`config.mk`:
```
export PLATFORM = sky130hd
export DESIGN_NAME = emp_port_ctrl
export DESIGN_NICKNAME = d
export VERILOG_FILES = /design/src/emp_pkg.sv /design/src/emp_cycle_timer.sv /design/src/emp_port_ctrl.sv /design/src/emp_sync.sv
export VERILOG_INCLUDE_DIRS = /design/src
export SDC_FILE = /design/constraint.sdc
export NUM_CORES = 1
export LEC_CHECK = 0
export ABC_CLOCK_PERIOD_IN_PS = 7900
export BUFFER_PORTS_ARGS = -buffer_cell sky130_fd_sc_hd__buf_2
export CORE_ASPECT_RATIO = 0.8
export CORE_MARGIN = 1.5
export CORE_UTILIZATION = 55
export CTS_CLUSTER_SIZE = 16
export DETAILED_ROUTE_END_ITERATION = 8
export HOLD_SLACK_MARGIN = 0.1
export PLACE_DENSITY = 0.92
export SLEW_MARGIN = 0
export SYNTH_ARGS = -nofsm -noshare
export SYNTH_HDL_FRONTEND = slang
export SYNTH_SLANG_ARGS = --single-unit
```
`constraint.sdc`:
```
create_clock -name core_clk -period 7.9 [get_ports core_clk]
set_input_delay 0.395 -clock core_clk [delete_from_list [all_inputs] [get_ports core_clk]]
set_output_delay 0.395 -clock core_clk [all_outputs]
set_load 0.01 [all_outputs]
```
`src/emp_defines.svh`:
```
// Register offsets, field positions, reset values and timing counts
`ifndef EMP_DEFINES_SVH
`define EMP_DEFINES_SVH

// Register offsets on the core register port
`define EMP_OFF_PORT0 8'h80
`define EMP_OFF_AUX 8'h8E
`define EMP_OFF_PORT1 8'h90
`define EMP_OFF_PORT2 8'hA0
`define EMP_OFF_PORT3 8'hB0

// Reset values
`define EMP_RST_PORT 8'hFF
`define EMP_RST_AUX 8'h00

// Field positions
`define EMP_AUX_SUP_BIT 0
`define EMP_P1_TC_COUNT_BIT 0
`define EMP_P1_TC_TRIG_BIT 1
`define EMP_P3_RXD_BIT 0
`define EMP_P3_TXD_BIT 1
`define EMP_P3_IRQ_A_BIT 2
`define EMP_P3_IRQ_B_BIT 3
`define EMP_P3_TA_BIT 4
`define EMP_P3_TB_BIT 5
`define EMP_P3_WR_BIT 6
`define EMP_P3_RD_BIT 7

// Timing in oscillator periods, reset hold also in machine cycles
`define EMP_OSC_PER_MC 12
`define EMP_RST_HOLD_MC 2
`define EMP_RST_HOLD_CYC (`EMP_RST_HOLD_MC * `EMP_OSC_PER_MC)
`define EMP_PH_LAST 4'hB
`define EMP_PH_READY 4'hA
`define EMP_PH_HALF 4'h6
`define EMP_ALE_END 4'h2
`define EMP_ADDR_END 4'h3
`define EMP_PROGRAM_READ_STROBE_START 4'h3
`define EMP_SAMPLE_SUB 4'h5
`define EMP_STB_START 4'h3
`define EMP_STB_END 4'h9
`define EMP_WDATA_END 4'hA

`endif

```
`src/emp_pkg.sv`:
```
// Types shared by the external memory and port control block
package emp_pkg;

  typedef enum logic [2:0] {
    CYC_IDLE,
    CYC_FETCH,
    CYC_RD,
    CYC_WR
  } emp_cyc_type;

  typedef struct packed {
    logic valid;
    logic external_data_move;
    logic write;
    logic data_pointer;
    logic code_move;
    logic [15:0] addr;
    logic [7:0] wdata;
  } emp_req_type;

  typedef struct packed {
    logic wr;
    logic rd;
    logic [7:0] addr;
    logic [7:0] wdata;
  } emp_sfr_type;

  typedef struct packed {
    logic rxd;
    logic irq_a;
    logic irq_b;
    logic timer_a;
    logic timer_b;
    logic timer_c_count;
    logic timer_c_trig;
  } emp_alt_in_type;

  typedef struct packed {
    logic txd;
    logic clkout;
    logic clkout_en;
  } emp_alt_out_type;

endpackage

```
`src/emp_cycle_timer.sv`:
```
// Machine cycle phase counter, twelve oscillator periods per cycle
`timescale 1ns/1ps
`include "emp_defines.svh"
module emp_cycle_timer (
  // Clock and reset
  input wire logic core_clk,
  input wire logic rst_n,
  // Control
  input wire logic restart,
  // Phase
  output logic [3:0] phase_q
);

  always_ff @(posedge core_clk or negedge rst_n) begin
    if (!rst_n) begin
      phase_q <= 4'h0;
    end else if (restart || phase_q == `EMP_PH_LAST) begin
      phase_q <= 4'h0;
    end else begin
      phase_q <= phase_q + 4'h1;
    end
  end

endmodule

```
`src/emp_port_ctrl.sv`:
```
// Port and external memory bus control: strobes, multiplexed bus, port latches
// Functional notes
// - Reset only after the reset pin stays high two machine cycles.
// - Address latch strobe pulses so a latch captures the low address.
// - Address latch strobe runs freely at one sixth of oscillator rate.
// - One address latch strobe pulse dropped per external data access.
// - Auxiliary register bit 0 disables the free-running strobe.
// - When disabled, strobe only in data or code moves, else weak high.
// - Disable bit ignored while executing from external program memory.
// - Program read strobe pulses twice per machine cycle in external run.
// - Two program read strobes skipped in each external data access.
// - Access select low fetches all code externally, 0000H to FFFFH.
// - Access select high runs code from internal program memory.
// - With lock bit 1, access select latched at reset, later ignored.
// - Port zero is the multiplexed low address and data bus, driven.
// - Port two emits high address for fetches and pointer accesses.
// - Port two keeps its latch value for 8-bit indirect data accesses.
// - Port zero open drain; ones in its latch release the pins.
// - Ports one to three pull high for ones and read as inputs.
// - Port one bits 0 and 1 serve timer C count, clock out, trigger.
// - Port three carries serial, interrupt, timer and data strobe pins.
// - One machine cycle is twelve oscillator periods.
`timescale 1ns/1ps
`include "emp_defines.svh"
module emp_port_ctrl
  import emp_pkg::*;
(
  // Clock and reset
  input wire logic core_clk,
  input wire logic resetn,
  // Reset pin, access strap and lock fuse
  input wire logic rst_pin,
  input wire logic external_access_select_n,
  input wire logic lock_bit1,
  // Core register port
  input wire emp_sfr_type sfr,
  output logic [7:0] sfr_rdata_q,
  // Core bus requests and answers
  input wire emp_req_type req,
  output logic req_ready_q,
  output logic [7:0] rdata_q,
  output logic rdata_valid_q,
  output logic device_reset_q,
  output logic ext_exec_q,
  // Alternate pin functions
  input wire emp_alt_out_type alt_out,
  output emp_alt_in_type alt_in_q,
  // Bus strobes
  output logic ale_q,
  output logic ale_oe_q,
  output logic program_read_strobe_n_q,
  // Port zero
  input wire logic [7:0] port_zero_in,
  output logic [7:0] port_zero_out_q,
  output logic [7:0] port_zero_oe_q,
  // Port one
  input wire logic [7:0] port_one_in,
  output logic [7:0] port_one_out_q,
  output logic [7:0] port_one_oe_q,
  // Port two
  input wire logic [7:0] port_two_in,
  output logic [7:0] port_two_out_q,
  output logic [7:0] port_two_oe_q,
  // Port three
  input wire logic [7:0] port_three_in,
  output logic [7:0] port_three_out_q,
  output logic [7:0] port_three_oe_q
);

  localparam logic [4:0] RST_LAST = 5'(`EMP_RST_HOLD_CYC - 1);

  logic [1:0] rst_sync_q;
  logic rst_n;
  logic [33:0] pins_s;
  logic rst_s;
  logic ea_n_s;
  logic [7:0] p0_s;
  logic [7:0] p1_s;
  logic [7:0] p2_s;
  logic [7:0] p3_s;
  logic [3:0] phase_q;
  logic [4:0] rst_cnt_q;
  logic [1:0] init_q;
  logic ea_hold_q;
  logic cap_done;
  logic [7:0] p0_q;
  logic [7:0] p1_q;
  logic [7:0] p2_q;
  logic [7:0] p3_q;
  logic [7:0] aux_q;
  emp_cyc_type cur_q;
  logic [15:0] cur_addr_q;
  logic [7:0] cur_wdata_q;
  logic cur_data_pointer_q;
  logic cur_code_q;
  logic [3:0] sp;
  logic external_data_move_w;
  logic program_read_strobe_act;
  logic ale_en;
  logic [15:0] fetch_addr;
  logic ale_d;
  logic program_read_strobe_n_d;
  logic [7:0] p0_out_d;
  logic [7:0] p0_oe_d;
  logic [7:0] p2_out_d;
  logic [7:0] p2_oe_d;
  logic [7:0] p1_out_d;
  logic [7:0] p1_oe_d;
  logic [7:0] p3_out_d;

  // Position inside the current half cycle
  function automatic logic [3:0] sub_phase(input logic [3:0] ph);
    sub_phase = (ph >= `EMP_PH_HALF) ? ph - `EMP_PH_HALF : ph;
  endfunction

  // Inclusive phase window test
  function automatic logic in_win(input logic [3:0] ph, input logic [3:0] lo, input logic [3:0] hi);
    in_win = (ph >= lo) && (ph <= hi);
  endfunction

  // ****************************************
  // Reset release and pin synchronisers
  // ****************************************
  always_ff @(posedge core_clk or negedge resetn) begin
    if (!resetn) begin
      rst_sync_q <= 2'h0;
    end else begin
      rst_sync_q <= {rst_sync_q[0], 1'b1};
    end
  end
  assign rst_n = rst_sync_q[1];

  emp_sync #(
    .WIDTH(34)
  ) u_sync (
    .core_clk(core_clk),
    .rst_n(rst_n),
    .din({rst_pin, external_access_select_n, port_zero_in, port_one_in, port_two_in, port_three_in}),
    .dout_q(pins_s)
  );
  assign {rst_s, ea_n_s, p0_s, p1_s, p2_s, p3_s} = pins_s;

  emp_cycle_timer u_tmr (
    .core_clk(core_clk),
    .rst_n(rst_n),
    .restart(device_reset_q),
    .phase_q(phase_q)
  );

  // ****************************************
  // Reset pin filter and access strap
  // ****************************************
  // Shorter pulses on the pin are glitches and must not reset the device
  always_ff @(posedge core_clk or negedge rst_n) begin
    if (!rst_n) begin
      rst_cnt_q <= 5'h00;
      device_reset_q <= 1'b0;
    end else if (!rst_s) begin
      rst_cnt_q <= 5'h00;
      device_reset_q <= 1'b0;
    end else begin
      if (rst_cnt_q != RST_LAST) begin
        rst_cnt_q <= rst_cnt_q + 5'h01;
      end
      device_reset_q <= (rst_cnt_q == RST_LAST);
    end
  end

  // Strap is caught once the synchroniser has filled after release
  always_ff @(posedge core_clk or negedge rst_n) begin
    if (!rst_n) begin
      init_q <= 2'h0;
    end else if (init_q != 2'h3) begin
      init_q <= init_q + 2'h1;
    end
  end
  assign cap_done = (init_q == 2'h3) && !device_reset_q;

  always_ff @(posedge core_clk or negedge rst_n) begin
    if (!rst_n) begin
      ea_hold_q <= 1'b1;
    end else if (!cap_done) begin
      ea_hold_q <= ea_n_s;
    end
  end

  // Low strap means every fetch goes to the external program store
  always_ff @(posedge core_clk or negedge rst_n) begin
    if (!rst_n) begin
      ext_exec_q <= 1'b0;
    end else begin
      ext_exec_q <= lock_bit1 ? !ea_hold_q : !ea_n_s;
    end
  end

  // ****************************************
  // Register port
  // ****************************************
  always_ff @(posedge core_clk or negedge rst_n) begin
    if (!rst_n) begin
      p0_q <= `EMP_RST_PORT;
      p1_q <= `EMP_RST_PORT;
      p2_q <= `EMP_RST_PORT;
      p3_q <= `EMP_RST_PORT;
      aux_q <= `EMP_RST_AUX;
    end else if (device_reset_q) begin
      p0_q <= `EMP_RST_PORT;
      p1_q <= `EMP_RST_PORT;
      p2_q <= `EMP_RST_PORT;
      p3_q <= `EMP_RST_PORT;
      aux_q <= `EMP_RST_AUX;
    end else if (sfr.wr) begin
      if (sfr.addr == `EMP_OFF_PORT0) begin
        p0_q <= sfr.wdata;
      end else if (sfr.addr == `EMP_OFF_PORT1) begin
        p1_q <= sfr.wdata;
      end else if (sfr.addr == `EMP_OFF_PORT2) begin
        p2_q <= sfr.wdata;
      end else if (sfr.addr == `EMP_OFF_PORT3) begin
        p3_q <= sfr.wdata;
      end else if (sfr.addr == `EMP_OFF_AUX) begin
        aux_q <= sfr.wdata;
      end
    end
  end

  // Port reads return the pin levels, which is how inputs are seen
  always_ff @(posedge core_clk or negedge rst_n) begin
    if (!rst_n) begin
      sfr_rdata_q <= 8'h00;
    end else if (sfr.rd) begin
      if (sfr.addr == `EMP_OFF_PORT0) begin
        sfr_rdata_q <= p0_s;
      end else if (sfr.addr == `EMP_OFF_PORT1) begin
        sfr_rdata_q <= p1_s;
      end else if (sfr.addr == `EMP_OFF_PORT2) begin
        sfr_rdata_q <= p2_s;
      end else if (sfr.addr == `EMP_OFF_PORT3) begin
        sfr_rdata_q <= p3_s;
      end else if (sfr.addr == `EMP_OFF_AUX) begin
        sfr_rdata_q <= aux_q;
      end else begin
        sfr_rdata_q <= 8'h00;
      end
    end
  end

  // ****************************************
  // Bus cycle capture
  // ****************************************
  always_ff @(posedge core_clk or negedge rst_n) begin
    if (!rst_n) begin
      req_ready_q <= 1'b0;
    end else begin
      req_ready_q <= (phase_q == `EMP_PH_READY) && !device_reset_q;
    end
  end

  always_ff @(posedge core_clk or negedge rst_n) begin
    if (!rst_n) begin
      cur_q <= CYC_IDLE;
      cur_addr_q <= 16'h0000;
      cur_wdata_q <= 8'h00;
      cur_data_pointer_q <= 1'b0;
      cur_code_q <= 1'b0;
    end else if (device_reset_q) begin
      cur_q <= CYC_IDLE;
    end else if (phase_q == `EMP_PH_LAST) begin
      cur_code_q <= 1'b0;
      cur_q <= CYC_IDLE;
      if (req_ready_q && req.valid) begin
        cur_addr_q <= req.addr;
        cur_wdata_q <= req.wdata;
        cur_data_pointer_q <= req.data_pointer;
        cur_code_q <= req.code_move && !req.external_data_move;
        if (req.external_data_move) begin
          cur_q <= req.write ? CYC_WR : CYC_RD;
        end else if (ext_exec_q || req.code_move) begin
          cur_q <= CYC_FETCH;
        end
      end
    end
  end

  // ****************************************
  // Pin and strobe next values
  // ****************************************
  assign sp = sub_phase(phase_q);
  assign external_data_move_w = (cur_q == CYC_RD) || (cur_q == CYC_WR);
  // Idle cycles still strobe in external run so the rate drops only in data cycles
  assign program_read_strobe_act = (cur_q == CYC_FETCH) || (ext_exec_q && cur_q == CYC_IDLE);
  assign ale_en = !aux_q[`EMP_AUX_SUP_BIT] || ext_exec_q || external_data_move_w || cur_code_q;
  assign fetch_addr = cur_addr_q + {15'h0000, phase_q >= `EMP_PH_HALF};

  always_comb begin
    ale_d = 1'b1;
    program_read_strobe_n_d = 1'b1;
    p0_out_d = 8'h00;
    p0_oe_d = ~p0_q;
    p2_out_d = p2_q;
    p2_oe_d = ~p2_q;
    if (ale_en) begin
      ale_d = (sp < `EMP_ALE_END) && !(external_data_move_w && phase_q >= `EMP_PH_HALF);
    end
    if (program_read_strobe_act) begin
      program_read_strobe_n_d = (sp < `EMP_PROGRAM_READ_STROBE_START);
      // Released as the address latch strobe falls so the synchronised sample sees the code byte
      if (sp < `EMP_ALE_END) begin
        p0_out_d = fetch_addr[7:0];
        p0_oe_d = 8'hFF;
      end else begin
        p0_oe_d = 8'h00;
      end
      p2_out_d = fetch_addr[15:8];
      p2_oe_d = 8'hFF;
    end else if (external_data_move_w) begin
      // Program strobe stays high for the whole data cycle
      if (phase_q < `EMP_ADDR_END) begin
        p0_out_d = cur_addr_q[7:0];
        p0_oe_d = 8'hFF;
      end else if (cur_q == CYC_WR && phase_q <= `EMP_WDATA_END) begin
        p0_out_d = cur_wdata_q;
        p0_oe_d = 8'hFF;
      end else begin
        p0_oe_d = 8'h00;
      end
      if (cur_data_pointer_q) begin
        p2_out_d = cur_addr_q[15:8];
        p2_oe_d = 8'hFF;
      end
    end
  end

  // Quasi-bidirectional ports only drive low, save the clock out on port one bit 0; pullups make the ones
  always_comb begin
    p1_out_d = p1_q;
    p1_oe_d = ~p1_q;
    if (alt_out.clkout_en) begin
      p1_out_d[`EMP_P1_TC_COUNT_BIT] = alt_out.clkout;
      p1_oe_d[`EMP_P1_TC_COUNT_BIT] = 1'b1;
    end
    p3_out_d = p3_q;
    p3_out_d[`EMP_P3_TXD_BIT] = p3_q[`EMP_P3_TXD_BIT] & alt_out.txd;
    if (in_win(phase_q, `EMP_STB_START, `EMP_STB_END)) begin
      p3_out_d[`EMP_P3_RD_BIT] = p3_q[`EMP_P3_RD_BIT] & (cur_q != CYC_RD);
      p3_out_d[`EMP_P3_WR_BIT] = p3_q[`EMP_P3_WR_BIT] & (cur_q != CYC_WR);
    end
  end

  // ****************************************
  // Registered pins and read data
  // ****************************************
  always_ff @(posedge core_clk or negedge rst_n) begin
    if (!rst_n) begin
      ale_q <= 1'b1;
      ale_oe_q <= 1'b0;
      program_read_strobe_n_q <= 1'b1;
    end else begin
      ale_q <= ale_d;
      ale_oe_q <= ale_en;
      program_read_strobe_n_q <= program_read_strobe_n_d;
    end
  end

  always_ff @(posedge core_clk or negedge rst_n) begin
    if (!rst_n) begin
      port_zero_out_q <= 8'h00;
      port_zero_oe_q <= 8'h00;
      port_one_out_q <= `EMP_RST_PORT;
      port_one_oe_q <= 8'h00;
      port_two_out_q <= `EMP_RST_PORT;
      port_two_oe_q <= 8'h00;
      port_three_out_q <= `EMP_RST_PORT;
      port_three_oe_q <= 8'h00;
    end else begin
      port_zero_out_q <= p0_out_d;
      port_zero_oe_q <= p0_oe_d;
      port_one_out_q <= p1_out_d;
      port_one_oe_q <= p1_oe_d;
      port_two_out_q <= p2_out_d;
      port_two_oe_q <= p2_oe_d;
      port_three_out_q <= p3_out_d;
      port_three_oe_q <= ~p3_out_d;
    end
  end

  // Read data is taken from the synchronised port zero at strobe end
  always_ff @(posedge core_clk or negedge rst_n) begin
    if (!rst_n) begin
      rdata_q <= 8'h00;
      rdata_valid_q <= 1'b0;
    end else begin
      rdata_valid_q <= 1'b0;
      if ((cur_q == CYC_FETCH && sp == `EMP_SAMPLE_SUB) || (cur_q == CYC_RD && phase_q == `EMP_STB_END)) begin
        rdata_q <= p0_s;
        rdata_valid_q <= 1'b1;
      end
    end
  end

  always_ff @(posedge core_clk or negedge rst_n) begin
    if (!rst_n) begin
      alt_in_q <= '0;
    end else begin
      alt_in_q.rxd <= p3_s[`EMP_P3_RXD_BIT];
      alt_in_q.irq_a <= p3_s[`EMP_P3_IRQ_A_BIT];
      alt_in_q.irq_b <= p3_s[`EMP_P3_IRQ_B_BIT];
      alt_in_q.timer_a <= p3_s[`EMP_P3_TA_BIT];
      alt_in_q.timer_b <= p3_s[`EMP_P3_TB_BIT];
      alt_in_q.timer_c_count <= p1_s[`EMP_P1_TC_COUNT_BIT];
      alt_in_q.timer_c_trig <= p1_s[`EMP_P1_TC_TRIG_BIT];
    end
  end
endmodule

```
`src/emp_sync.sv`:
```
// Two-flop synchroniser for pin inputs
`timescale 1ns/1ps
module emp_sync #(
  parameter int WIDTH = 1
) (
  // Clock and reset
  input wire logic core_clk,
  input wire logic rst_n,
  // Data
  input wire logic [WIDTH-1:0] din,
  output logic [WIDTH-1:0] dout_q
);

  logic [WIDTH-1:0] meta_q;

  always_ff @(posedge core_clk or negedge rst_n) begin
    if (!rst_n) begin
      meta_q <= '0;
      dout_q <= '0;
    end else begin
      meta_q <= din;
      dout_q <= meta_q;
    end
  end

endmodule

```
==> out/results.ini, run 1 <==
[outcome]
outcome=completed

[floorplan]
fp.dieArea_sq_um=17300
start_util_pct=56.9
core_area_sq_um=16000
die_y_um=118
ioPinCount=181
die_width_um=147
rows=41

[grt]
grtUsageTotal_pct=25.8
antenna_found_initial=0
grt_max_degree=86
grt_pass1_wl_mm=35.1
grt_overflow=0
grt_pass1_vias=6723

[sta]
maxSlewViolCount=0
clock_skew_ns=0.0167
worstMarginPinSlew_ns=1.26
period_minus_slack_ns=3.14
clock.fmax_mhz=319
setup_tns_ns=0
fin_crit_sh_pct=39.7
hold_violations=0
finalSetupViolations=0
slew-limit-headroom_pct=15.2
rsz0062_at_grt=no

[yosys]
synthTopCellsByArea=dfrtp_1 (51%), dfstp_2 (17%), nand2_1 (4.1%)
ys_ff_latch=244
synth_edf_count=0
yosysUniqueCellTypes=50
async_reset_ff_share_pct=100
syn_inst=759
synth.avg_cell_area_sq_um=12.0
synth.top_cell.area_share_pct=51.0
synth.largest_area_cell=dfrtp_1
ys.warnings.count=0
syn_area_sq_um=9070
synth-main-ff-cell=dfrtp_1
seq_area_frac_synth_pct=68.1
synth_nets=855

[clocking]
cts_tree=built
cts.clk_slew.worst_paths_ns=0.06
cts_resized=0
clk_latency_ns=0.51
cts_sinks=244
cts_max_path_buffers=3
cts_setup_buffers=0
cts-buffers-inserted=23
htree_levels=1
root_buffer=clkbuf_16

[power]
sw_frac_of_total_pct=22.8
switching_power_mw=0.612
peakVddDrop_mv=0.195
comb_power_share_pct=7.4
power_density_nw_per_um2=237
pwr-share-clk_pct=41.3
seq_power_share_pct=51.3
internal_power_mw=2.08
power.leakage_nw=5.17

[min_path]
min_path_type=in2reg
hp-start=req[13]

[cells_and_area]
final_core_util_pct=71.1
final.fill_count=1050
fin_cells=1213
diodes=0
syn_to_final_growth_pct=25.0
final_nets=1078
drive_above_1_share_pct=32.5

[worst_setup_path]
crit_path_start_kind=flip-flop
cp_data_arrival_time_ns=3.51
timing.reg2reg.setup_slack_ns=4.76
path_max_fanout=13
startpoint=u_tmr.phase_q[2]$_DFF_PN0_
cp.required_ns=8.28
path_class=reg2reg
r2r-start=u_tmr.phase_q[2]$_DFF_PN0_
cp-end-kind=flip-flop

[detailed_routing]
dr.first_iter.drc_count=533
via_per_inst=5.48
wire_per_inst_um=17.7
drc=0
postRouteAntennaNets=0
drt-pass1-iter-count=5
vias=6642
drt_wl_total_mm=21.5

[place]
dpl.hpwl_mm=13.8
gp_congestion=0.872
dp.cells=1133
numPortBuffers=180

[run]
cap_viol_max_count=0

-- layout by cell type (no fill, tap or decap), types with 3 or more instances in the layout --
cell type,Yosys,final
ha_1,9,9
clkbuf_8,0,6
xnor2_1,6,6
a22oi_1,6,6
nand3b_1,18,18
nand2_1,98,98
buf_4,0,6
nor4_1,5,5
nand4_1,4,4
nand2b_1,4,4
clkinv_2,0,6
nor3b_1,3,3
a21oi_1,47,47
inv_1,33,33
o311ai_0,3,3
and2_1,10,10
o211ai_1,5,5
nor3_1,13,13
mux2_2,29,29
and2_0,8,8
o21ai_0,47,47
nor3_2,4,3
a31oi_1,8,8
a211o_1,8,8
nor2b_1,9,9
or3_1,6,6
dfstp_2,59,59
or2_2,3,3
clkbuf_1,20,3
buf_2,7,180
and3_1,3,3
nor2_1,54,54
dlygate4sd3_1,0,39
dfrtp_1,185,184
clkbuf_16,0,23
nand3_1,23,23
-- synth_stat cells (4+ instances only) --
cell type and instances:
and2_0 8, nand3_1 23, nand4_1 4, or3_1 6, mux2_2 29, inv_1 33
nor2_1 54, a22oi_1 6, o211ai_1 5, nor2b_1 9, dfstp_2 59, clkbuf_1 20
dfrtp_1 185, a21oi_1 47, nor3_2 4, nand3b_1 18, nor3_1 13, and2_1 10
o21ai_0 47, nand2_1 98, a211o_1 8, nor4_1 5, xnor2_1 6, nand2b_1 4
a31oi_1 8, buf_2 7, ha_1 9
-- final cells by class --
class | instances | area (sq um) | area share [%]
timing repair buffer | 225 | 1340 | 11.8
tap | 215 | 269 | 2.37
clock buffer | 32 | 669 | 5.90
sequential | 244 | 6180 | 54.5
multi-input combinational | 454 | 2660 | 23.5
clock inverter | 9 | 97.6 | 0.860
inverter | 34 | 128 | 1.12
-- worst paths after layout --
path | end | depth (start not counted)
worst max register to register | port_two_out_q[3]$_DFF_PN1_ | 9
worst min register to register | u_sync.meta_q[13]$_DFF_PN0_ | 0
worst max-delay path | port_two_out_q[3]$_DFF_PN1_ | 9
max in group asynchronous | port_three_oe_q[2]$_DFF_PN0_ | 2
min in group asynchronous | rst_sync_q[0]$_DFF_PN0_ | 2
worst min-delay path | cur_addr_q[5]$_DFFE_PN0P_ | 3
-- power by group through the flow --
| stage | Clock (mW) | Sequential, mW | Combinational, mW |
|---|---|---|---|
| after floorplan | 0 | 1.42 | 0.0729 |
| after global placement | 0 | 1.40 | 0.174 |
| after detailed placement | 0 | 1.40 | 0.182 |
| after CTS | 1.13 | 1.38 | 0.199 |
| after global routing | 1.18 | 1.39 | 0.222 |
| final | 1.11 | 1.38 | 0.199 |
-- through the flow --
stage	worst slack [ns]	hold WS, ns	total power, mW	cell area, sq um
after floorplan	0.700	0.0994	1.49	9070
after global placement	5.17	0.181	1.57	10200
after detailed placement	5.00	0.186	1.58	10200
after CTS	4.85	0.106	2.71	11300
after global routing	4.53	0.112	2.79	11300
final	4.76	0.116	2.69	11300
-- sequential cells by signal (all words and copies together), names as in the netlist, 4 cells and up --
register	flops
rdata_q	8
p0_q	8
port_two_out_q	8
port_three_oe_q	8
port_zero_out_q	8
port_zero_oe_q	8
alt_in_q	7
port_three_out_q	8
p1_q	8
port_one_oe_q	8
sfr_rdata_q	8
port_two_oe_q	8
p2_q	8
u_tmr.phase_q	4
p3_q	8
u_sync.meta_q	34
rst_cnt_q	5
u_sync.dout_q	34
aux_q	8
cur_addr_q	16
cur_wdata_q	8
port_one_out_q	8
-- worst max-delay path: stages, from the launching register on --
cell,delay (ns)
dfrtp_1,0.58
ha_1,0.31
nor2b_1,0.43
a21oi_1,0.08
nand2_1,0.11
ha_1,0.22
nand2_1,0.18
nor4_1,0.56
nand2_1,0.17
o311ai_0,0.38
-- repair_timing --
item / in CTS / in global routing
hold buffers: 39 / 0
setup endpoints to repair: 0 / 0
endpoints found under the hold margin: 39 / 0
-- cells by family after synthesis --
| group | after synthesis | share of synthesized area (%) |
|---|---|---|
| AND/OR/NAND/NOR | 271 | 14.6 |
| flip-flops | 244 | 68.1 |
| AO/OA/AOI/OAI | 135 | 8.88 |
| buffers and inverters | 61 | 2.62 |
| multiplexers | 31 | 3.82 |
| adder cells (fa/ha/maj) | 9 | 1.24 |
| XOR/XNOR | 7 | 0.676 |
| other | 1 | 0.0413 |
-- layer usage --
| layer | up-vias | part of all wire, % | global-route usage (%) |
|---|---|---|---|
| li1 | 3028 | - | - |
| met1 | 3259 | 42 | 35.5 |
| met2 | 297 | 49 | 42.2 |
| met3 | 58 | 5.8 | 3.76 |
| met4 | 0 | 3.6 | 8.96 |
| met5 | - | 0 | 0 |
Power figures use the tool's default switching activity.
==> run 2: changes to the inputs <==
--- a/config.mk
+++ b/config.mk
@@ -6,15 +6,15 @@
 export SDC_FILE = /design/constraint.sdc
 export NUM_CORES = 1
 export LEC_CHECK = 0
-export ABC_CLOCK_PERIOD_IN_PS = 7900
+export ABC_CLOCK_PERIOD_IN_PS = 2750
 export BUFFER_PORTS_ARGS = -buffer_cell sky130_fd_sc_hd__buf_2
 export CORE_ASPECT_RATIO = 0.8
 export CORE_MARGIN = 1.5
-export CORE_UTILIZATION = 55
+export CORE_UTILIZATION = 49
 export CTS_CLUSTER_SIZE = 16
 export DETAILED_ROUTE_END_ITERATION = 8
 export HOLD_SLACK_MARGIN = 0.1
-export PLACE_DENSITY = 0.92
+export PLACE_DENSITY = 0.87
 export SLEW_MARGIN = 0
 export SYNTH_ARGS = -nofsm -noshare
 export SYNTH_HDL_FRONTEND = slang
==> constraint.sdc (replaced) <==
create_clock -name core_clk -period 2.75 [get_ports core_clk]
set_input_delay 0.1375 -clock core_clk [delete_from_list [all_inputs] [get_ports core_clk]]
set_output_delay 0.1375 -clock core_clk [all_outputs]
set_load 0.01 [all_outputs]
==> run 2 against run 1 <==
  * Clock skew shrank 0.0042 ns
  * Critical path depth grew 1
  * Die area grew 12%
  * Largest power group unchanged
  * Power grew to 3.0 times the previous value
  * Non-clock buffer count grew 53
  * Utilization shrank 5.3 points
  * Critical path type unchanged
  * Maximum frequency grew 22%
  * Global-route usage shrank 1.2 points
  * Combinational power grew to 3.2 times the previous value
  * Worst setup slack lost 4.6 ns
  * Hold slack gained 0.012 ns
==> out/results.ini, run 2 (synthesis gave the netlist of run 1 again) <==
[power]
comb_power_share_pct=7.9  ; was 7.4%
internal_power_mw=6.18  ; was 2.08 mW
power.leakage_nw=5.44  ; was 5.17 nW
power_density_nw_per_um2=670  ; was 237 nW/um^2
peakVddDrop_mv=0.532  ; was 0.195 mV
sw_frac_of_total_pct=22.9  ; was 22.8%
switching_power_mw=1.83  ; was 0.612 mW
seq_power_share_pct=49.6  ; was 51.3%
pwr-share-clk_pct=42.5  ; was 41.3%

[clocking]
clk_latency_ns=0.51  ; about the same
cts_setup_buffers=0  ; unchanged
root_buffer=clkbuf_16  ; unchanged
cts_sinks=244  ; unchanged
htree_levels=1  ; unchanged
cts_max_path_buffers=3  ; unchanged
cts.clk_slew.worst_paths_ns=0.07  ; was 0.06 ns
cts-buffers-inserted=24  ; was 23
cts_tree=built  ; unchanged

[worst_setup_path]
cp_slowest_stage_delay_ns=0.54  ; was 0.58 ns
timing.reg2reg.setup_slack_ns=0.18  ; was 4.76 ns
crit_path_start_kind=flip-flop  ; unchanged
worstSetupEndpoint=port_two_out_q[5]$_DFF_PN1_  ; was port_two_out_q[3]$_DFF_PN1_
path_max_fanout=11  ; was 13
cp.required_ns=3.18  ; was 8.28 ns
r2r_end=port_two_out_q[5]$_DFF_PN1_  ; was port_two_out_q[3]$_DFF_PN1_
cp-end-kind=flip-flop  ; unchanged
critPathTopFamily=simple AND/OR/NAND/NOR gates  ; unchanged
startpoint=u_tmr.phase_q[1]$_DFF_PN0_  ; was u_tmr.phase_q[2]$_DFF_PN0_
r2r_cells=10  ; was 9
crit_chain=ha_1, nor2b_1, a21oi_1, nand2_1, ha_1, nand2_1, or2_2, or3_1, or3_1, o211ai_1  ; was ha_1, nor2b_1, a21oi_1, nand2_1, ha_1, nand2_1, nor4_1, nand2_1, o311ai_0
crit_path_top_delay_cell=dfrtp_1  ; unchanged
path_class=reg2reg  ; unchanged
critical_path_buf_inv_count=0  ; unchanged
worst-path-stages=10  ; was 9
r2r-start=u_tmr.phase_q[1]$_DFF_PN0_  ; was u_tmr.phase_q[2]$_DFF_PN0_
cp_data_arrival_time_ns=3.00  ; was 3.51 ns

[run]
cap_viol_max_count=0  ; unchanged

[cells_and_area]
final_nets=1132  ; was 1,078
largestRegisters=u_sync.dout_q (34), u_sync.meta_q (34), cur_addr_q (16)  ; unchanged
final_common_cell=dfrtp_1  ; unchanged
finish.instance_area_sq_um=12000  ; was 11,300 sq um
drive_above_1_share_pct=32.2  ; was 32.5%
layout_common_cells=dfrtp_1 (184), buf_2 (180), nand2_1 (98), dlygate4sd3_1 (80), dfstp_2 (59)  ; was dfrtp_1 (184), buf_2 (180), nand2_1 (98), dfstp_2 (59), nor2_1 (54)
syn_to_final_growth_pct=31.8  ; was 25.0%
diodes=0  ; unchanged
fin_cells=1284  ; was 1,213

[outcome]
outcome=completed  ; unchanged

[place]
dpl.hpwl_mm=14.4  ; was 13.8 mm
place_area_sq_um=10300  ; was 10,200 sq um
gp_congestion=0.865  ; was 0.872
dp.cells=1160  ; was 1,133
numPortBuffers=180  ; unchanged

[sta]
setup_tns_ns=0  ; unchanged
maxSlewViolCount=0  ; unchanged
clock.fmax_mhz=389  ; was 319 MHz
rsz0062_at_grt=no  ; unchanged
finalSetupViolations=0  ; unchanged
fin_crit_sh_pct=93.4  ; was 39.7%
clock_skew_ns=0.0124  ; was 0.0167 ns
hold_violations=0  ; unchanged
period_minus_slack_ns=2.57  ; was 3.14 ns
slew-limit-headroom_pct=52.5  ; was 15.2%
worstMarginPinSlew_ns=0.711  ; was 1.26 ns

[grt]
grtUsageTotal_pct=24.6  ; was 25.8%
grt_pass1_vias=7128  ; was 6,723
grt_pass1_wl_mm=37.2  ; was 35.1 mm
grt_overflow=0  ; unchanged
grt_max_degree=67  ; was 86
antenna_found_initial=0  ; unchanged

[detailed_routing]
dr.max_layer_used=met4  ; unchanged
drc=0  ; unchanged
met3RoutedLength_mm=1.35  ; was 1.25 mm
dr.first_iter.drc_count=562  ; was 533
drt-pass1-iter-count=5  ; unchanged
m1WireLength_mm=9.68  ; was 8.96 mm
postRouteAntennaNets=0  ; unchanged
vias=6863  ; was 6,642
drt_wl_total_mm=23.3  ; was 21.5 mm
wire_per_inst_um=18.1  ; was 17.7 um
route.met2.wl_mm=11.4  ; was 10.5 mm
via_per_inst=5.35  ; was 5.48

[floorplan]
die_y_um=125  ; was 118 um
core_area_sq_um=18200  ; was 16,000 sq um
ioPinCount=181  ; unchanged
start_util_pct=50.0  ; was 56.9%
rows=44  ; was 41
fp.dieArea_sq_um=19400  ; was 17,300 sq um
die_width_um=155  ; was 147 um

[min_path]
min_path_type=in2reg  ; unchanged

[run 2: what timing repair did]
| action | CTS | global route |
|---|---|---|
| resized for setup | 0 | 1 |
| endpoints found under the setup margin | 0 | 1 |
| endpoints found under the hold margin | 114 | 0 |
| hold buffers | 80 | 0 |
[run 2: worst min-delay path by stage]
stage                start                      end  slack [ns]  depth (start not counted)
finish              sfr[9]     aux_q[1]$_DFFE_PN0P_        0.13                          5
floorplan           resetn  rst_sync_q[0]$_DFF_PN0_       -0.16                          0
global route        sfr[9]     aux_q[1]$_DFFE_PN0P_        0.16                          5
detailed placement  resetn  rst_sync_q[0]$_DFF_PN0_       -0.07                          1
global placement    resetn  rst_sync_q[0]$_DFF_PN0_       -0.08                          1
CTS                 sfr[9]     aux_q[1]$_DFFE_PN0P_        0.10                          5
[run 2: worst min-delay path, stage by stage]
cell and delay [ns]:
buf_2 0.10, nand3_1 0.09, nor3_2 0.10, nand3_1 0.10
a21oi_1 0.06
[run 2: cell type report]
cell class / instances / area (sq um)
inverter: 34 / 128
fill: 1296 / 6210
tap: 230 / 288
sequential: 244 / 6180
timing repair buffer: 278 / 1860
clock buffer: 29 / 641
multi-input combinational: 454 / 2670
clock inverter: 15 / 188
[run 2: metal layers]
layer  GRT usage, %  vias up
li1               -     3138
met1           32.1     3341
met2           42.3      314
met3           3.55       70
met4           8.31        0
met5              0        -
[run 2: through the flow]
| step | power, mW | utilization, % | worst slack, ns | hold WS [ns] |
|---|---|---|---|---|
| floorplan | 4.28 | - | 0.281 | -0.158 |
| global placement | 4.53 | 56.8 | 0.345 | -0.0755 |
| detailed placement | 4.56 | 56.8 | 0.230 | -0.0701 |
| CTS | 8.05 | 65.8 | 0.203 | 0.104 |
| global route | 8.30 | 65.8 | 0.0506 | 0.164 |
| finish | 8.01 | 65.8 | 0.181 | 0.127 |
[run 2: power by group through the flow]
stage / logic (mW) / clock network, mW / registers, mW
2_1_floorplan: 0.209 / 0 / 4.07
4_1_cts: 0.623 / 3.46 / 3.97
3_5_place_dp: 0.530 / 0 / 4.03
3_3_place_gp: 0.509 / 0 / 4.02
6_report: 0.633 / 3.41 / 3.97
5_1_grt: 0.696 / 3.61 / 3.99
==> run 3: changes to the inputs <==
--- a/config.mk
+++ b/config.mk
@@ -6,10 +6,11 @@
 export SDC_FILE = /design/constraint.sdc
 export NUM_CORES = 1
 export LEC_CHECK = 0
+export ABC_AREA = 1
 export ABC_CLOCK_PERIOD_IN_PS = 2750
 export BUFFER_PORTS_ARGS = -buffer_cell sky130_fd_sc_hd__buf_2
 export CORE_ASPECT_RATIO = 0.8
-export CORE_MARGIN = 1.5
+export CORE_MARGIN = 1
 export CORE_UTILIZATION = 49
 export CTS_CLUSTER_SIZE = 16
 export DETAILED_ROUTE_END_ITERATION = 8
==> run 3 against run 2 <==
  * Via count increased by 5.2%
  * Wire length increased by 1.5%
  * Maximum frequency increased by 15%
  * Cell count increased by 11%
  * Cell area increased by 1.2%
  * Count of clock-buffer cells in the layout increased by 4
  * Non-clock buffer count decreased by 5
  * Sequential power increased by 2%
  * Synthesized area increased by 2.7%
  * Power decreased by 0.97%
==> out/results.ini, run 3 <==
[clocking]
cts.clk_slew.worst_paths_ns=0.07  ; about the same
cts-buffers-inserted=23  ; was 24
cts_max_path_buffers=3  ; unchanged
cts_sinks=244  ; unchanged
htree_levels=1  ; unchanged
cts_tree=built  ; unchanged
cts_resized=0  ; unchanged
root_buffer=clkbuf_16  ; unchanged
clk_latency_ns=0.50  ; was 0.51 ns
hold_buffers=84  ; was 80
cts_setup_buffers=0  ; unchanged

[yosys]
seq_area_frac_synth_pct=66.3  ; was 68.1%
ys.warnings.count=0  ; unchanged
async_reset_ff_share_pct=100  ; unchanged
synth.avg_cell_area_sq_um=10.6  ; was 12.0 sq um
syn_inst=881  ; was 759
syn_area_sq_um=9320  ; was 9070 sq um
synthMostInstantiatedCell=nand2_1  ; was dfrtp_1
synth-main-ff-cell=dfrtp_1  ; unchanged
synth_edf_count=0  ; unchanged
synth.largest_area_cell=dfrtp_1  ; unchanged
yosysUniqueCellTypes=49  ; was 50
synth.top_cell.area_share_pct=49.7  ; was 51.0%
synth_common_cells=nand2_1 (203), dfrtp_1 (185), inv_1 (76)  ; was dfrtp_1 (185), nand2_1 (98), dfstp_2 (59)
synth_nets=977  ; was 855
synthTopCellsByArea=dfrtp_1 (50%), dfstp_2 (17%), nand2_1 (8.2%)  ; was dfrtp_1 (51%), dfstp_2 (17%), nand2_1 (4.1%)
ys_ff_latch=244  ; unchanged

[floorplan]
die_y_um=125  ; about the same
die_width_um=156  ; was 155 um
fp.dieArea_sq_um=19600  ; was 19,400 sq um
ioPinCount=181  ; unchanged
rows=44  ; unchanged
core_area_sq_um=18400  ; was 18,200 sq um
start_util_pct=50.7  ; was 50.0%

[sta]
setup_tns_ns=0  ; unchanged
worstMarginPinSlew_ns=0.789  ; was 0.711 ns
hold_slack_ns=0.119  ; was 0.127 ns
clock_skew_ns=0.00969  ; was 0.0124 ns
maxSlewViolCount=0  ; unchanged
hold_violations=0  ; unchanged
rsz0062_at_grt=no  ; unchanged
slew-limit-headroom_pct=47.2  ; was 52.5%
clock.fmax_mhz=448  ; was 389 MHz
finalSetupViolations=0  ; unchanged
period_minus_slack_ns=2.23  ; was 2.57 ns
fin_crit_sh_pct=81.2  ; was 93.4%

[cells_and_area]
largestRegisters=u_sync.dout_q (34), u_sync.meta_q (34), cur_addr_q (16)  ; unchanged
diodes=0  ; unchanged
final_nets=1254  ; was 1,132
final_core_util_pct=65.8  ; about the same
final.fill_count=1363  ; was 1,296
layout_common_cells=nand2_1 (203), dfrtp_1 (184), buf_2 (180), dlygate4sd3_1 (84), inv_1 (76)  ; was dfrtp_1 (184), buf_2 (180), nand2_1 (98), dlygate4sd3_1 (80), dfstp_2 (59)
drive_above_1_share_pct=29.6  ; was 32.2%
fin_cells=1427  ; was 1,284
final_common_cell=nand2_1  ; was dfrtp_1
syn_to_final_growth_pct=29.9  ; was 31.8%

[worst_setup_path]
cp_slowest_stage_delay_ns=0.57  ; was 0.54 ns
crit_chain=buf_4, inv_2, nand3_2, nor2_4, inv_2, o221ai_2, dlygate4sd3_1  ; was ha_1, nor2b_1, a21oi_1, nand2_1, ha_1, nand2_1, or2_2, or3_1, or3_1, o211ai_1
cp_data_arrival_time_ns=2.66  ; was 3.00 ns
path_class=reg2reg  ; unchanged
crit_path_top_delay_cell=dlygate4sd3_1  ; was dfrtp_1
path_max_fanout=20  ; was 11
crit_path_start_kind=flip-flop  ; unchanged
timing.reg2reg.setup_slack_ns=0.52  ; was 0.18 ns
cp_common_cell=inv_2
r2r_cells=7  ; was 10
cp.required_ns=3.18  ; about the same
cp-end-kind=flip-flop  ; unchanged

[detailed_routing]
vias=7218  ; was 6,863
via_per_inst=5.06  ; was 5.35
drc=0  ; unchanged
wire_per_inst_um=16.5  ; was 18.1 um
dr.first_iter.drc_count=497  ; was 562
drt_wl_total_mm=23.6  ; was 23.3 mm
drt-pass1-iter-count=5  ; unchanged
postRouteAntennaNets=0  ; unchanged

[power]
pwr-share-clk_pct=39.9  ; was 42.5%
switching_power_mw=1.89  ; was 1.83 mW
sw_frac_of_total_pct=23.9  ; was 22.9%
peakVddDrop_mv=0.421  ; was 0.532 mV
totalPowerFinal_mw=7.93  ; was 8.01 mW
power_density_nw_per_um2=656  ; was 670 nW/um^2
comb_power_share_pct=9.3  ; was 7.9%
seq_power_share_pct=50.8  ; was 49.6%
internal_power_mw=6.04  ; was 6.18 mW
power.leakage_nw=5.79  ; was 5.44 nW

[min_path]
min_delay_path_depth=4  ; was 5
min_path_type=in2reg  ; unchanged

[grt]
grt_overflow=0  ; unchanged
grt_max_degree=57  ; was 67
grtUsageTotal_pct=24.9  ; was 24.6%
grt_pass1_wl_mm=37.7  ; was 37.2 mm
grt_pass1_vias=7401  ; was 7,128
antenna_found_initial=1  ; was 0

[place]
gp_congestion=0.922  ; was 0.865
dpl.hpwl_mm=14.8  ; was 14.4 mm
dp.cells=1302  ; was 1,160
numPortBuffers=180  ; unchanged

[outcome]
outcome=completed  ; unchanged

[run]
cap_viol_max_count=0  ; unchanged

[run 3: logic make-up after synthesis]
kind of cell             after synthesis  synth area share [%]
AND/OR/NAND/NOR                      396                  19.1
flip-flops                           244                  66.3
AO/OA/AOI/OAI                        116                  7.51
buffers and inverters                106                  4.90
adder cells (fa/ha/maj)                9                  1.21
XOR/XNOR                               8                 0.752
other                                  1                0.0403
multiplexers                           1                 0.121
[run 3: worst paths after layout]
kind | endpoint | start
worst min register to register | u_sync.dout_q[32]$_DFF_PN0_ | u_sync.meta_q[32]$_DFF_PN0_
min in group asynchronous | u_sync.dout_q[32]$_DFF_PN0_ | rst_sync_q[1]$_DFF_PN0_
max in group asynchronous | p0_q[0]$_DFFE_PN1P_ | rst_sync_q[1]$_DFF_PN0_
worst max-delay path | cur_q[0]$_DFFE_PN0N_ | device_reset_q$_DFF_PN0_
worst min-delay path | p0_q[6]$_DFFE_PN1P_ | sfr[17]
worst max register to register | cur_q[0]$_DFFE_PN0N_ | device_reset_q$_DFF_PN0_
[run 3: routing by layer]
layer,wire (um),GRT usage (%)
met2,11900,43.8
met1,9380,31.6
met5,11,0
met4,653,6.75
met3,1630,4.37
[run 3: power by group through the flow]
stage / registers (mW) / logic (mW) / clock network [mW]
floorplan: 4.14 / 0.264 / 0
global placement: 4.08 / 0.609 / 0
detailed placement: 4.09 / 0.632 / 0
CTS: 4.03 / 0.724 / 3.20
global route: 4.06 / 0.815 / 3.37
finish: 4.03 / 0.736 / 3.16
[run 3: final cells by class]
cell class	count	area, sq um	share of cell area [%]
clock inverter	8	97.6	0.807
tap	253	317	2.62
inverter	85	322	2.66
clock buffer	33	653	5.40
sequential	244	6180	51.1
multi-input combinational	531	2680	22.2
timing repair buffer	273	1850	15.3
[run 3: critical path: cells and delay by family (launching register included)]
kind / cells / cell delay [ns]
buf+inv: 4 / 1.23
simple gates: 2 / 0.38
flops: 1 / 0.36
compound gates: 1 / 0.18
[run 3: through the flow]
step           area [sq um]  worst slack, ns
2_1_floorplan          9320            0.326
3_3_place_gp          10500            0.788
3_5_place_dp          10500            0.577
4_1_cts               12100            0.535
5_1_grt               12100            0.336
6_report              12100            0.518
